File: config.mk
export PLATFORM = sky130hd
export DESIGN_NAME = sps_top
export DESIGN_NICKNAME = d
export VERILOG_FILES = /design/src/design/sps_pkg.sv /design/src/design/sps_top.sv /design/src/design/sps_sync.sv
export SDC_FILE = /design/constraint.sdc
export NUM_CORES = 1
export LEC_CHECK = 0
export BUFFER_PORTS_ARGS = -buffer_cell sky130_fd_sc_hd__buf_2
export CAP_MARGIN = 30
export CORE_MARGIN = 4
export CORE_UTILIZATION = 50
export CTS_BUF_LIST = sky130_fd_sc_hd__clkbuf_8 sky130_fd_sc_hd__clkbuf_16
export CTS_CLUSTER_DIAMETER = 200
export DETAILED_ROUTE_END_ITERATION = 10
export PLACE_DENSITY_LB_ADDON = 0.2
export SLEW_MARGIN = 30
export SYNTH_ARGS = -nofsm -noshare
export SYNTH_HDL_FRONTEND = slang
export SYNTH_HIERARCHICAL = 1
export SYNTH_SLANG_ARGS = --single-unit
export TNS_END_PERCENT = 50
File: constraint.sdc
create_clock -name core_clk -period 5.45 [get_ports core_clk]
set_input_delay 1.09 -clock core_clk [delete_from_list [all_inputs] [get_ports core_clk]]
set_output_delay 1.09 -clock core_clk [all_outputs]
set_load 0.005 [all_outputs]
File: src/design/sps_pkg.sv
/*
  sps_pkg: constants, states and carriers for the start-up / power-down sequencer.
  Assumes one clock (core_clk, 50 MHz) and an asynchronous active-high reset.
*/
package sps_pkg;
  // register offsets (word addresses on the plain register port)
  localparam logic [3:0] OFS_CTRL = 4'h0;
  localparam logic [3:0] OFS_STEP = 4'h1;
  localparam logic [3:0] OFS_STATUS = 4'h2;
  localparam logic [3:0] OFS_IRQ_STAT = 4'h3;
  localparam logic [3:0] OFS_IRQ_MASK = 4'h4;
  localparam logic [3:0] OFS_LOAD = 4'h5;
  // control field positions
  localparam int CTRL_WAIT_ALL = 0;
  localparam int CTRL_WAIT_LOCK = 1;
  localparam int CTRL_SLEEP_STAT = 2;
  localparam int CTRL_LOAD_DONE = 3;
  localparam int CTRL_PARTIAL = 4;
  localparam int CTRL_READBACK = 5;
  // step register: cycles before each release and the step where lock is awaited
  localparam int STEP_OD_LSB = 0;
  localparam int STEP_WP_LSB = 4;
  localparam int STEP_LOCK_LSB = 8;
  localparam logic [31:0] CTRL_RST = 32'h0000_0000;
  localparam logic [3:0] OD_DLY_RST = 4'h1;
  localparam logic [3:0] WP_DLY_RST = 4'h1;
  localparam logic [1:0] LOCK_STEP_RST = 2'h1;
  // irq bit positions
  localparam int IRQ_STARTED = 0;
  localparam int IRQ_ASLEEP = 1;
  localparam int IRQ_AWAKE = 2;
  localparam int IRQ_REFUSED = 3;
  localparam int IRQ_W = 4;
  // global reset pulse length
  localparam int GFR_NS = 40;
  localparam int CLK_NS = 20;
  localparam logic [3:0] GFR_CYC = 4'((GFR_NS + CLK_NS - 1) / CLK_NS);
  // load ports
  localparam logic [1:0] PORT_SERIAL = 2'h0;
  localparam logic [1:0] PORT_BYTE_MASTER = 2'h1;
  localparam logic [1:0] PORT_BYTE_SLAVE = 2'h2;
  localparam logic [1:0] PORT_SCAN = 2'h3;

  typedef enum logic [8:0] {
    ST_LOAD = 9'h001,
    ST_GFR = 9'h002,
    ST_WAIT_OD = 9'h004,
    ST_WAIT_WP = 9'h008,
    ST_RUN = 9'h010,
    ST_DOWN_WP = 9'h020,
    ST_DOWN_OD = 9'h040,
    ST_ASLEEP = 9'h080,
    ST_WAKE = 9'h100
  } sps_state_t;

  // request to the configuration memory for a frame or readback
  typedef struct packed {
    logic frame_wr;
    logic partial;
    logic readback;
    logic [15:0] frame_addr;
  } sps_cfg_req_t;
endpackage

File: src/design/sps_top.sv
/*
  sps_top: start-up and power-down sequencer of the programmable device.
  Assumes core_clk is the configuration clock; pins from the board pass a synchroniser;
  the configuration memory and load engines sit outside and follow the grants here.
*/
// Implementation choices: the strobed register port and the register addresses.
// How it works
// output disable released one clock after load-finished rises, by default.
// write permit released one clock after output disable release, by default.
// delays before each release are programmable, not fixed.
// optionally hold both releases until every device's load-finished line is high.
// optionally stall at a chosen step until clock managers and calibrator settle; here only lock steps 0 and 1 stall, step 2 does not.
// readback only via byte-wide port (master or slave) or boundary scan.
// readback covers flops, distributed memory and block memory with configuration.
// partial reconfiguration only via slave byte-wide port or boundary scan.
// partial frames write addressed area only, no chip reset, logic runs on.
// partial data written frame by frame, one frame smallest unit.
// sleep request low starts power-down into the inactive state.
// with sleep-status option, load-finished pin shows asleep, cleared on wake.
// asleep: only sleep and load-finished pins live, outputs hi-z, inputs off.
// supply-drop reset deferred while asleep until sleep request released.
// reprogram request ignored while asleep, sampled only after wake.
// wake-up runs power-down steps in reverse order.
// global flop reset pulsed after last frame, before start-up.
// load-finished raised when configuration completes, starting start-up.
// before release, outputs disabled and user storage frozen.
`timescale 1ns/1ps
`default_nettype none
module sps_top
(
  input wire logic core_clk,
  input wire logic sys_rst,
  input wire logic [3:0] reg_addr,
  input wire logic [31:0] reg_wdata,
  input wire logic reg_wr,
  input wire logic reg_rd,
  output logic [31:0] reg_rdata,
  output logic irq,
  input wire logic sleep_request_n,
  input wire logic reprogram_request_n,
  input wire logic supply_low,
  input wire logic done_line_in,
  output logic done_line_out,
  output logic done_line_oe,
  input wire logic [3:0] clock_manager_locked,
  input wire logic impedance_calibrator_done,
  input wire logic [1:0] load_port,
  input wire logic last_frame_written,
  input wire logic frame_req,
  input wire logic [15:0] frame_addr,
  input wire logic readback_req,
  output sps_pkg::sps_cfg_req_t cfg_req,
  output logic readback_user_state,
  output logic global_output_disable,
  output logic global_write_permit,
  output logic global_flop_reset,
  output logic inputs_enable,
  output logic reconfig_request,
  output logic device_reset
);
  logic [31:0] ctrl_q;
  logic [3:0] od_dly_q;
  logic [3:0] wp_dly_q;
  logic [1:0] lock_step_q;
  logic [3:0] lock_sel_q;
  logic [sps_pkg::IRQ_W-1:0] irq_stat_q;
  logic [sps_pkg::IRQ_W-1:0] irq_mask_q;
  logic [sps_pkg::IRQ_W-1:0] irq_ev;
  sps_pkg::sps_state_t state_q;
  sps_pkg::sps_state_t state_d;
  logic [3:0] cnt_q;
  logic por_pend_q;
  logic [6:0] pins_s;
  logic sleep_n_s, prog_n_s, supply_low_s, done_all_s, last_frame_s, frame_s, rdbk_s;
  logic lock_ok, step_hold, cnt_done, rdbk_port_ok, part_port_ok;

  sps_sync #(.W(7), .INIT(7'h03)) sps_sync_inst
  (
    .core_clk(core_clk),
    .sys_rst(sys_rst),
    .d({readback_req, frame_req, last_frame_written, done_line_in,
        supply_low, reprogram_request_n, sleep_request_n}),
    .q(pins_s)
  );
  assign sleep_n_s = pins_s[0];
  assign prog_n_s = pins_s[1];
  assign supply_low_s = pins_s[2];
  assign done_all_s = pins_s[3];
  assign last_frame_s = pins_s[4];
  assign frame_s = pins_s[5];
  assign rdbk_s = pins_s[6];

  // port check used for both readback and partial load
  function automatic logic port_allowed(input logic [1:0] p, input logic slave_only);
    port_allowed = (p == sps_pkg::PORT_SCAN) || (p == sps_pkg::PORT_BYTE_SLAVE) ||
                   (!slave_only && p == sps_pkg::PORT_BYTE_MASTER);
  endfunction

  assign rdbk_port_ok = port_allowed(load_port, 1'b0);
  assign part_port_ok = port_allowed(load_port, 1'b1);

  // lock is ignored unless the option is set; selected managers plus calibrator
  assign lock_ok = !ctrl_q[sps_pkg::CTRL_WAIT_LOCK] ||
    (((clock_manager_locked & lock_sel_q) == lock_sel_q) && impedance_calibrator_done);
  assign cnt_done = (cnt_q <= 4'h1);

  // stall at the output or write-permit step when it is the selected lock step and lock is not ok, or the group is not all done; the run-step hold is unused
  always_comb
  begin
    step_hold = 1'b0;
    if (state_q == sps_pkg::ST_WAIT_OD)
    begin
      step_hold = (lock_step_q == 2'h0 && !lock_ok) ||
                  (ctrl_q[sps_pkg::CTRL_WAIT_ALL] && !done_all_s);
    end
    else if (state_q == sps_pkg::ST_WAIT_WP)
    begin
      step_hold = (lock_step_q == 2'h1 && !lock_ok) ||
                  (ctrl_q[sps_pkg::CTRL_WAIT_ALL] && !done_all_s);
    end
    else if (state_q == sps_pkg::ST_RUN)
    begin
      step_hold = (lock_step_q == 2'h2 && !lock_ok);
    end
  end

  // sequencer next state
  always_comb
  begin
    state_d = state_q;
    case (state_q)
      sps_pkg::ST_LOAD:
        if (last_frame_s || ctrl_q[sps_pkg::CTRL_LOAD_DONE])
          state_d = sps_pkg::ST_GFR;
      sps_pkg::ST_GFR:
        if (cnt_done)
          state_d = sps_pkg::ST_WAIT_OD;
      sps_pkg::ST_WAIT_OD:
        if (cnt_done && !step_hold)
          state_d = sps_pkg::ST_WAIT_WP;
      sps_pkg::ST_WAIT_WP:
        if (cnt_done && !step_hold)
          state_d = sps_pkg::ST_RUN;
      sps_pkg::ST_RUN:
        if (!sleep_n_s)
          state_d = sps_pkg::ST_DOWN_WP;
        else if (!prog_n_s || por_pend_q)
          state_d = sps_pkg::ST_LOAD;
      sps_pkg::ST_DOWN_WP:
        state_d = sps_pkg::ST_DOWN_OD;
      sps_pkg::ST_DOWN_OD:
        state_d = sps_pkg::ST_ASLEEP;
      sps_pkg::ST_ASLEEP:
        if (sleep_n_s)
          state_d = sps_pkg::ST_WAKE;
      sps_pkg::ST_WAKE:
        state_d = sps_pkg::ST_WAIT_OD;
      default:
        state_d = sps_pkg::ST_LOAD;
    endcase
  end

  // state register
  always_ff @(posedge core_clk or posedge sys_rst)
  begin
    if (sys_rst)
      state_q <= sps_pkg::ST_LOAD;
    else
      state_q <= state_d;
  end

  // step counter reloads on entry to each timed step
  always_ff @(posedge core_clk or posedge sys_rst)
  begin
    if (sys_rst)
      cnt_q <= 4'h0;
    else if (state_d != state_q)
    begin
      if (state_d == sps_pkg::ST_GFR)
        cnt_q <= sps_pkg::GFR_CYC;
      else if (state_d == sps_pkg::ST_WAIT_OD)
        cnt_q <= od_dly_q;
      else if (state_d == sps_pkg::ST_WAIT_WP)
        cnt_q <= wp_dly_q;
      else
        cnt_q <= 4'h0;
    end
    else if (cnt_q != 4'h0)
      cnt_q <= cnt_q - 4'h1;
  end

  // supply drop while asleep is remembered, acted on only after wake
  always_ff @(posedge core_clk or posedge sys_rst)
  begin
    if (sys_rst)
      por_pend_q <= 1'b0;
    else if (supply_low_s)
      por_pend_q <= 1'b1;
    else if (state_q == sps_pkg::ST_RUN && sleep_n_s)
      por_pend_q <= 1'b0;
  end

  // global controls from flops so they never glitch
  always_ff @(posedge core_clk or posedge sys_rst)
  begin
    if (sys_rst)
    begin
      global_output_disable <= 1'b1;
      global_write_permit <= 1'b0;
      global_flop_reset <= 1'b0;
      inputs_enable <= 1'b0;
      device_reset <= 1'b0;
      reconfig_request <= 1'b0;
    end
    else
    begin
      global_output_disable <= !(state_d == sps_pkg::ST_WAIT_WP ||
                                 state_d == sps_pkg::ST_RUN ||
                                 state_d == sps_pkg::ST_DOWN_WP);
      global_write_permit <= (state_d == sps_pkg::ST_RUN);
      global_flop_reset <= (state_d == sps_pkg::ST_GFR);
      inputs_enable <= !(state_d == sps_pkg::ST_ASLEEP || state_d == sps_pkg::ST_DOWN_OD);
      device_reset <= (state_q == sps_pkg::ST_RUN) && sleep_n_s && por_pend_q;
      reconfig_request <= (state_q == sps_pkg::ST_RUN) && sleep_n_s && !prog_n_s;
    end
  end

  // load-finished pin: done after configuration, or asleep status when option set
  always_ff @(posedge core_clk or posedge sys_rst)
  begin
    if (sys_rst)
    begin
      done_line_out <= 1'b0;
      done_line_oe <= 1'b0;
    end
    else if (ctrl_q[sps_pkg::CTRL_SLEEP_STAT] &&
             (state_q == sps_pkg::ST_DOWN_OD || state_q == sps_pkg::ST_ASLEEP ||
              state_q == sps_pkg::ST_DOWN_WP || state_q == sps_pkg::ST_WAKE))
    begin
      done_line_out <= (state_d == sps_pkg::ST_ASLEEP);
      done_line_oe <= 1'b1;
    end
    else
    begin
      // open-drain style: held low through load and flop reset, so done rises
      // one step before the output release
      done_line_out <= 1'b0;
      done_line_oe <= (state_d == sps_pkg::ST_LOAD) ||
                      (state_d == sps_pkg::ST_GFR);
    end
  end

  // frame writes and readback requests; partial writes never touch the reset path
  always_ff @(posedge core_clk or posedge sys_rst)
  begin
    if (sys_rst)
    begin
      cfg_req <= '0;
      readback_user_state <= 1'b0;
    end
    else
    begin
      cfg_req.frame_wr <= frame_s && (state_q == sps_pkg::ST_LOAD ||
        (state_q == sps_pkg::ST_RUN && ctrl_q[sps_pkg::CTRL_PARTIAL] && part_port_ok));
      cfg_req.partial <= (state_q == sps_pkg::ST_RUN);
      cfg_req.frame_addr <= frame_addr;
      cfg_req.readback <= rdbk_s && rdbk_port_ok && ctrl_q[sps_pkg::CTRL_READBACK];
      readback_user_state <= rdbk_s && rdbk_port_ok;
    end
  end

  // interrupt events
  assign irq_ev[sps_pkg::IRQ_STARTED] = (state_q == sps_pkg::ST_WAIT_WP) &&
                                        (state_d == sps_pkg::ST_RUN);
  assign irq_ev[sps_pkg::IRQ_ASLEEP] = (state_d == sps_pkg::ST_ASLEEP) &&
                                       (state_q != sps_pkg::ST_ASLEEP);
  assign irq_ev[sps_pkg::IRQ_AWAKE] = (state_q == sps_pkg::ST_WAKE);
  assign irq_ev[sps_pkg::IRQ_REFUSED] = frame_s && (state_q == sps_pkg::ST_RUN) &&
                                        !part_port_ok;

  // configuration registers
  always_ff @(posedge core_clk or posedge sys_rst)
  begin
    if (sys_rst)
    begin
      ctrl_q <= sps_pkg::CTRL_RST;
      od_dly_q <= sps_pkg::OD_DLY_RST;
      wp_dly_q <= sps_pkg::WP_DLY_RST;
      lock_step_q <= sps_pkg::LOCK_STEP_RST;
      lock_sel_q <= 4'h0;
      irq_mask_q <= '0;
    end
    else if (reg_wr)
    begin
      if (reg_addr == sps_pkg::OFS_CTRL)
        ctrl_q <= reg_wdata;
      else if (reg_addr == sps_pkg::OFS_STEP)
      begin
        od_dly_q <= reg_wdata[sps_pkg::STEP_OD_LSB +: 4];
        wp_dly_q <= reg_wdata[sps_pkg::STEP_WP_LSB +: 4];
        lock_step_q <= reg_wdata[sps_pkg::STEP_LOCK_LSB +: 2];
        lock_sel_q <= reg_wdata[sps_pkg::STEP_LOCK_LSB + 4 +: 4];
      end
      else if (reg_addr == sps_pkg::OFS_IRQ_MASK)
        irq_mask_q <= reg_wdata[sps_pkg::IRQ_W-1:0];
    end
  end

  // sticky status: a new event wins over a same-cycle clear
  always_ff @(posedge core_clk or posedge sys_rst)
  begin
    if (sys_rst)
      irq_stat_q <= '0;
    else if (reg_wr && reg_addr == sps_pkg::OFS_IRQ_STAT)
      irq_stat_q <= (irq_stat_q & ~reg_wdata[sps_pkg::IRQ_W-1:0]) | irq_ev;
    else
      irq_stat_q <= irq_stat_q | irq_ev;
  end

  assign irq = |(irq_stat_q & irq_mask_q);

  // read data one cycle after the strobe; unmapped reads return zero
  always_ff @(posedge core_clk or posedge sys_rst)
  begin
    if (sys_rst)
      reg_rdata <= 32'h0000_0000;
    else if (!reg_rd)
      reg_rdata <= 32'h0000_0000;
    else if (reg_addr == sps_pkg::OFS_CTRL)
      reg_rdata <= ctrl_q;
    else if (reg_addr == sps_pkg::OFS_STEP)
      reg_rdata <= {16'h0000, lock_sel_q, 2'b00, lock_step_q, wp_dly_q, od_dly_q};
    else if (reg_addr == sps_pkg::OFS_STATUS)
      reg_rdata <= {18'h0_0000, por_pend_q, global_write_permit,
                    global_output_disable, 2'b00, state_q};
    else if (reg_addr == sps_pkg::OFS_IRQ_STAT)
      reg_rdata <= {28'h000_0000, irq_stat_q};
    else if (reg_addr == sps_pkg::OFS_IRQ_MASK)
      reg_rdata <= {28'h000_0000, irq_mask_q};
    else
      reg_rdata <= 32'h0000_0000;
  end

  // write permit only after outputs are enabled
  order_od_wp_a: assert property (@(posedge core_clk) disable iff (sys_rst)
    $rose(global_write_permit) |-> $past(!global_output_disable))
    else $error("write permit released before output enable");
  // default spacing: one clock after done, then one more
  default_seq_a: assert property (@(posedge core_clk) disable iff (sys_rst)
    (state_q == sps_pkg::ST_WAIT_OD && $past(state_q) == sps_pkg::ST_GFR &&
     od_dly_q == 4'h1 && wp_dly_q == 4'h1 && !step_hold && !ctrl_q[sps_pkg::CTRL_WAIT_ALL])
    |=> !global_output_disable ##1 global_write_permit)
    else $error("default start-up spacing wrong");
  // group wait holds output disable
  group_wait_a: assert property (@(posedge core_clk) disable iff (sys_rst)
    (state_q == sps_pkg::ST_WAIT_OD && ctrl_q[sps_pkg::CTRL_WAIT_ALL] && !done_all_s)
    |=> state_q != sps_pkg::ST_WAIT_WP)
    else $error("released without all done lines");
  // lock stall
  lock_stall_a: assert property (@(posedge core_clk) disable iff (sys_rst)
    (state_q == sps_pkg::ST_WAIT_OD && lock_step_q == 2'h0 && !lock_ok)
    |=> state_q == sps_pkg::ST_WAIT_OD)
    else $error("lock stall ignored");
  // asleep means outputs off and inputs off
  asleep_pins_a: assert property (@(posedge core_clk) disable iff (sys_rst)
    state_q == sps_pkg::ST_ASLEEP |-> global_output_disable && !inputs_enable)
    else $error("pins active while asleep");
  // no reset or reprogram while asleep
  sleep_noreset_a: assert property (@(posedge core_clk) disable iff (sys_rst)
    state_q == sps_pkg::ST_ASLEEP |=> !device_reset && !reconfig_request)
    else $error("reset while asleep");
  // sleep request leads to asleep within three cycles
  sleep_entry_a: assert property (@(posedge core_clk) disable iff (sys_rst)
    (state_q == sps_pkg::ST_RUN && !sleep_n_s) |-> ##[1:3] state_q == sps_pkg::ST_ASLEEP)
    else $error("power-down not entered");
  // wake goes back through output release before write permit
  wake_order_a: assert property (@(posedge core_clk) disable iff (sys_rst)
    state_q == sps_pkg::ST_WAKE |=> state_q == sps_pkg::ST_WAIT_OD)
    else $error("wake order wrong");
  // global flop reset pulse precedes start-up
  gfr_pulse_a: assert property (@(posedge core_clk) disable iff (sys_rst)
    $rose(global_flop_reset) |-> !global_write_permit ##1 global_flop_reset)
    else $error("flop reset pulse wrong");
  // partial frame only from allowed ports
  partial_port_a: assert property (@(posedge core_clk) disable iff (sys_rst)
    (cfg_req.frame_wr && cfg_req.partial) |-> $past(part_port_ok))
    else $error("partial frame from wrong port");

  startup_c: cover property (@(posedge core_clk) disable iff (sys_rst) $rose(global_write_permit));
  sleep_c: cover property (@(posedge core_clk) disable iff (sys_rst)
    state_q == sps_pkg::ST_ASLEEP ##1 state_q == sps_pkg::ST_WAKE);
  partial_c: cover property (@(posedge core_clk) disable iff (sys_rst)
    cfg_req.frame_wr && cfg_req.partial);
endmodule
`default_nettype wire

File: src/design/sps_sync.sv
/*
  sps_sync: two-stage synchroniser for asynchronous pins.
  Assumes the destination clock is core_clk; the first stage feeds only the second.
*/
`timescale 1ns/1ps
`default_nettype none
module sps_sync #(
  parameter int W = 1,
  parameter logic [W-1:0] INIT = '0
)
(
  input wire logic core_clk,
  input wire logic sys_rst,
  input wire logic [W-1:0] d,
  output logic [W-1:0] q
);
  logic [W-1:0] meta_q;

  // constant reset; pins are unknown until the first edges
  always_ff @(posedge core_clk or posedge sys_rst)
  begin
    if (sys_rst)
    begin
      meta_q <= INIT;
      q <= INIT;
    end
    else
    begin
      meta_q <= d;
      q <= meta_q;
    end
  end
endmodule
`default_nettype wire

# Yosys cells after proc, flatten, opt, wreduce, memory -nomap -nowiden
# Index checks and enable logic that the tools add are counted.
[totals] register_bits=142 output_inout_bits=61 elab_cells=144
[op_classes] add_sub_neg=1 eq_ne=29 n_mux=27 n_reduce_logical=52 bitwise_logic=8 order_cmp=1
[ops] cell="one-hot mux 9 bit (9 select lines)" count=1
[ops] cell="2-to-1 mux 32 bit" count=2
[ops] cell="2-to-1 mux 9 bit" count=7
[ops] cell="2-to-1 mux 4 bit" count=8
[ops] cell="logical AND 1 bit" count=20
[ops] cell="== test 9 x 1 -> 1 bit, second input constant" count=2
[ops] cell="== test 9 x 2 -> 1 bit, second input constant" count=2
[ops] cell="== test 9 x 3 -> 1 bit, second input constant" count=2
[ops] cell="== test 9 x 4 -> 1 bit, second input constant" count=2
[ops] cell="== test 9 x 5 -> 1 bit, second input constant" count=2
[ops] cell="== test 9 x 6 -> 1 bit, second input constant" count=2
[ops] cell="== test 9 x 7 -> 1 bit, second input constant" count=2
[ops] cell="== test 9 x 8 -> 1 bit, second input constant" count=2
[ops] cell="2-to-1 mux 16 bit" count=1
[ops] cell="logical OR 1 bit" count=15
[ops] cell="2-to-1 mux 14 bit" count=1
[ops] cell="AND 4 bit" count=3
[ops] cell="== test 9 bit, second input constant" count=1
[ops] cell="!= test 9 x 8 -> 1 bit, second input constant" count=1
[ops] cell="!= test 9 bit" count=1
[ops] cell="== test 4 x 2 -> 1 bit, second input constant" count=2
[ops] cell="zero test 1 bit" count=8
[ops] cell="OR 4 bit" count=2
[ops] cell="2-to-1 mux 1 bit" count=7
[ops] cell="17 further kinds" count=22

# Logic depth before layout (Yosys ltp)
[depth] ltp_word=18 mapped_depth=9 mapped_depth_nobuf=9

# Hierarchy
# Netlist, hierarchy kept.
[modules_own_cells] module="sps_top" n_inst=1 area_each_um2=5337.6 cells_each=434 seq_area_each_um2=3209.3
[modules_own_cells] module="sps_sync" n_inst=1 area_each_um2=359.1 cells_each=15 seq_area_each_um2=355.3

# Worst setup path before layout
# No wires, ideal clock.
[synth_path] path_type="in2reg" from="in reg_addr[0]" to="reg lock_sel_q[0]" slack_ns=2.741 n_path_buf=2 path_stages=5 arrival_ns=2.584 cell_sequence="clkbuf_1 > nor4b_2 > nand2_1 > buf_1 > mux2_2"
[synth_via] elab_chain_len=3 word_cells_on_any_way=4
[synth_lines] element="start, declared" line="sps_top.sv:33" text="input wire logic [3:0] reg_addr,"
[synth_lines] element="zero test 4 bit" line="sps_top.sv:295" text="if (reg_addr == sps_pkg::OFS_CTRL)"
[synth_lines] element="inverter 1 bit (no line)"
[synth_lines] element="AND reduction 3 bit (no line) *"
[synth_lines] element="end signal, assigned" line="sps_top.sv:302" text="lock_sel_q <= reg_wdata[sps_pkg::STEP_LOCK_LSB + 4 +: 4];"
[synth_lines] element="end, declared" line="sps_top.sv:65" text="logic [3:0] lock_sel_q;"
# Every way passes the cells marked *; elsewhere a longest branch is shown, timed or not.
# A chain may end at the register's enable or synchronous reset.

# Worst setup path in the final report
[layout_path] from="in reg_addr[0]" to="reg wp_dly_q[1]"
[layout_via] elab_chain_len=3 word_cells_on_any_way=4
[layout_lines] element="zero test 4 bit" line="sps_top.sv:295"
[layout_lines] element="inverter 1 bit (no line)"
[layout_lines] element="AND reduction 3 bit (no line) *"
[layout_lines] element="end signal, assigned" line="sps_top.sv:288" text="wp_dly_q <= sps_pkg::WP_DLY_RST;"
[layout_lines] element="end signal, assigned" line="sps_top.sv:300" text="wp_dly_q <= reg_wdata[sps_pkg::STEP_WP_LSB +: 4];"
[layout_lines] element="end, declared" line="sps_top.sv:63" text="logic [3:0] wp_dly_q;"
# Marked as above.

==> metrics.txt <==
Initial Utilization 51.87%; R2R cell count 9; DRC viols 0; DRT Wirelength 13210 um; Design Area, Final 7062 um2; vias 3954; Final Hold Violating Endpoints 0; crit-path max FO 25; Post-DP Area 6480 um2; post-cts resize count 0; Lkg Pwr 3.511 nW; reg2reg end cnt_q[1]$_DFFE_PP0P_; RSZ-0062 raised after global routing false; PwrDens 424.6 nW/um2; hold_buf cts 0; HPWL Detailed 9633 um; Post-synth EDFFs 0; Peak VDD IR 0.2665 mV; Max-Cap Viols 0; core area 10980 um2; Least-Margin Pin Slew 0.8756 ns; Die Area 13170 um2; H-tree depth 4; global-route wire length before repair 21090 um; Layout area overhead 23.96%; FF/Latch Area 3565 um2; number of setup buffers added after CTS 0; non-filler cells, final 735; Achievable Freq 342.5 MHz; top cells by area, synth dfrtp_1 58%, mux2_2 10%, dfstp_2 4.2%; vias in the first global route 4090; Ys Warns 6; via density per instance 5.380; initial antenna violation count 1; Pwr Total 2.998 mW; drt pass-1 iters 4; CTS buffer count 17; max-slew violations 0; Final setup viols 0; layout cell share with drive strength beyond 1 40.67%; crit path from reg_addr[0]; DP Cell Count 703; final worst slack 2.531 ns; crit start category primary input; Synth cell types 61; WL/cell 17.97 um; Hold Startpoint sps_sync_inst/meta_q[3]$_DFF_PP0_; dominant synthesized flop cell dfrtp_1; Async S/R FF share, synth 100.0%; Die Y 114.7 um; residual overflow from global routing 0; ANT cells 0; Hold Crit Endpoint sps_sync_inst/q[3]$_DFF_PP0_; post-synthesis sequential area ratio 62.57%; Root Driver clkbuf_16; CTS tree built; Synth Instances 449; Final ANT Viol Nets 0; Routability Congestion 0.9083; Synth Net Count 521; Tightest Hold Check Type register to register; I/O pin cnt 131; pin count of the biggest net entering global routing 57; #FFs+latches synth 142; clk_skew 0.008272 ns; status finished clean; worst-case clock buffer depth 2; Die Width 114.7 um; Multi-input gate area 1989 um2; final setup TNS 0 ns; Placement Setup Slack 2.103 ns; # fillers 858; WHS Path Cells 0; Avg Cell Area, Syn 12.69 um2; GRT Total Usage 20.97%; critical path data arrival time 3.21 ns; Min Clock Period, post-route 2.919 ns; PortBufs 130; Sinks on Clock Net 142; initial drt markers 266; share of the synthesized area in the top cell type 58.42%; clock-pin slew on the worst setup and hold paths 0.06 ns; row count 38; Worst-Skew Late Latency 0.41 ns; worst r2r src cnt_q[0]$_DFFE_PP0P_; Rel. slew slack 40.80%; fin crit share 53.57%; Cell Area, Synth 5697 um2; Worst Setup Path Type primary input to register; CP endpoint kind register; Final nets 654; flop2flop setup slack 2.76 ns; area leader, netlist dfrtp_1; CP required 5.74 ns
[state kept, by name, indices dropped and copies added, names as in the netlist, 7 cells and up]
| register | flops |
|---|---|
| cfg_req | 19 |
| ctrl_q | 32 |
| sps_sync_inst/q | 7 |
| sps_sync_inst/meta_q | 7 |
| state_q | 9 |
| reg_rdata | 32 |
[how the worst max path moves through the flow]
stage                                     end  cells past startpoint
floorplan                cfg_req[0]$_DFF_PP0_                      1
global placement    lock_sel_q[3]$_DFFE_PP0P_                      4
detailed placement  lock_sel_q[0]$_DFFE_PP0P_                      4
CTS                   wp_dly_q[3]$_DFFE_PP0P_                      4
global route        lock_sel_q[2]$_DFFE_PP0P_                      4
finish                wp_dly_q[1]$_DFFE_PP0P_                      4
[critical path, cell delays in order]
cell,delay (ns)
buf_2,0.38
nor4b_2,0.71
nand2_1,0.58
mux2_2,0.43
[cells by family after synthesis]
logic type	synth area share (%)
simple gates	12.96
xor+xnor	0.3075
flops	62.57
fa+ha+maj	0.4392
mux	11.55
buf+inv	2.657
compound gates	9.511
[Yosys cell counts, drive strengths merged (4+ instances only)]
cell and number:
a21boi 5, a22oi 17, and3 21, buf 6
clkbuf 14, dfrtp 133, dfstp 9, inv 18
mux2 54, mux2i 5, nand2 32, nand3 6
nand4 7, nor2 22, nor2b 14, nor3 10
nor4b 5, o21ai 18, o22ai 7, o31ai 4
[power by group]
group	switching [mW]	internal (mW)	total (mW)
sequential	0.116	1.21	1.32
clock	0.437	0.684	1.12
combinational	0.294	0.260	0.554
total	0.847	2.15	3.00
[placed cells by master, fill, tap and decap left out, drive strengths merged, types with 2 or more instances in the layout]
cell / instances
buf: 134
dfrtp: 133
mux2: 54
nand2: 32
inv: 23
nor2: 22
and3: 21
o21ai: 18
clkbuf: 18
a22oi: 17
nor2b: 14
nor3: 10
dfstp: 9
o22ai: 7
nand4: 7
nand3: 6
mux2i: 5
a21boi: 5
nor4b: 5
o31ai: 4
clkinvlp: 4
a21oi: 3
a21o: 3
and2: 3
nor4: 3
o21bai: 3
a211oi: 3
clkinv: 3
a221oi: 2
ha: 2
bufinv: 2
or4: 2
[cell type report]
cell class | count | share of cell area (%)
multi-input cells | 269 | 28.17
clock buffers | 18 | 6.219
inverters | 18 | 0.9922
flip-flops and latches | 142 | 50.48
well taps | 140 | 2.481
clock inverters | 14 | 2.020
repair buffers | 134 | 9.639
[metal layers]
metal | global-route usage [%] | part of all wire, %
met5 | 0 | 0.098
met4 | 7.277 | 2.1
met3 | 7.737 | 7.4
met2 | 34.03 | 49
met1 | 26.15 | 41
[through the flow]
stage	util (%)	hold slack (ns)
2_1_floorplan	-	0.3312
3_3_place_gp	59.00	0.3340
3_5_place_dp	59.00	0.3371
4_1_cts	64.30	0.3514
5_1_grt	64.30	0.3597
6_report	64.30	0.3517
No activity file was read; power rests on OpenSTA's default activity.
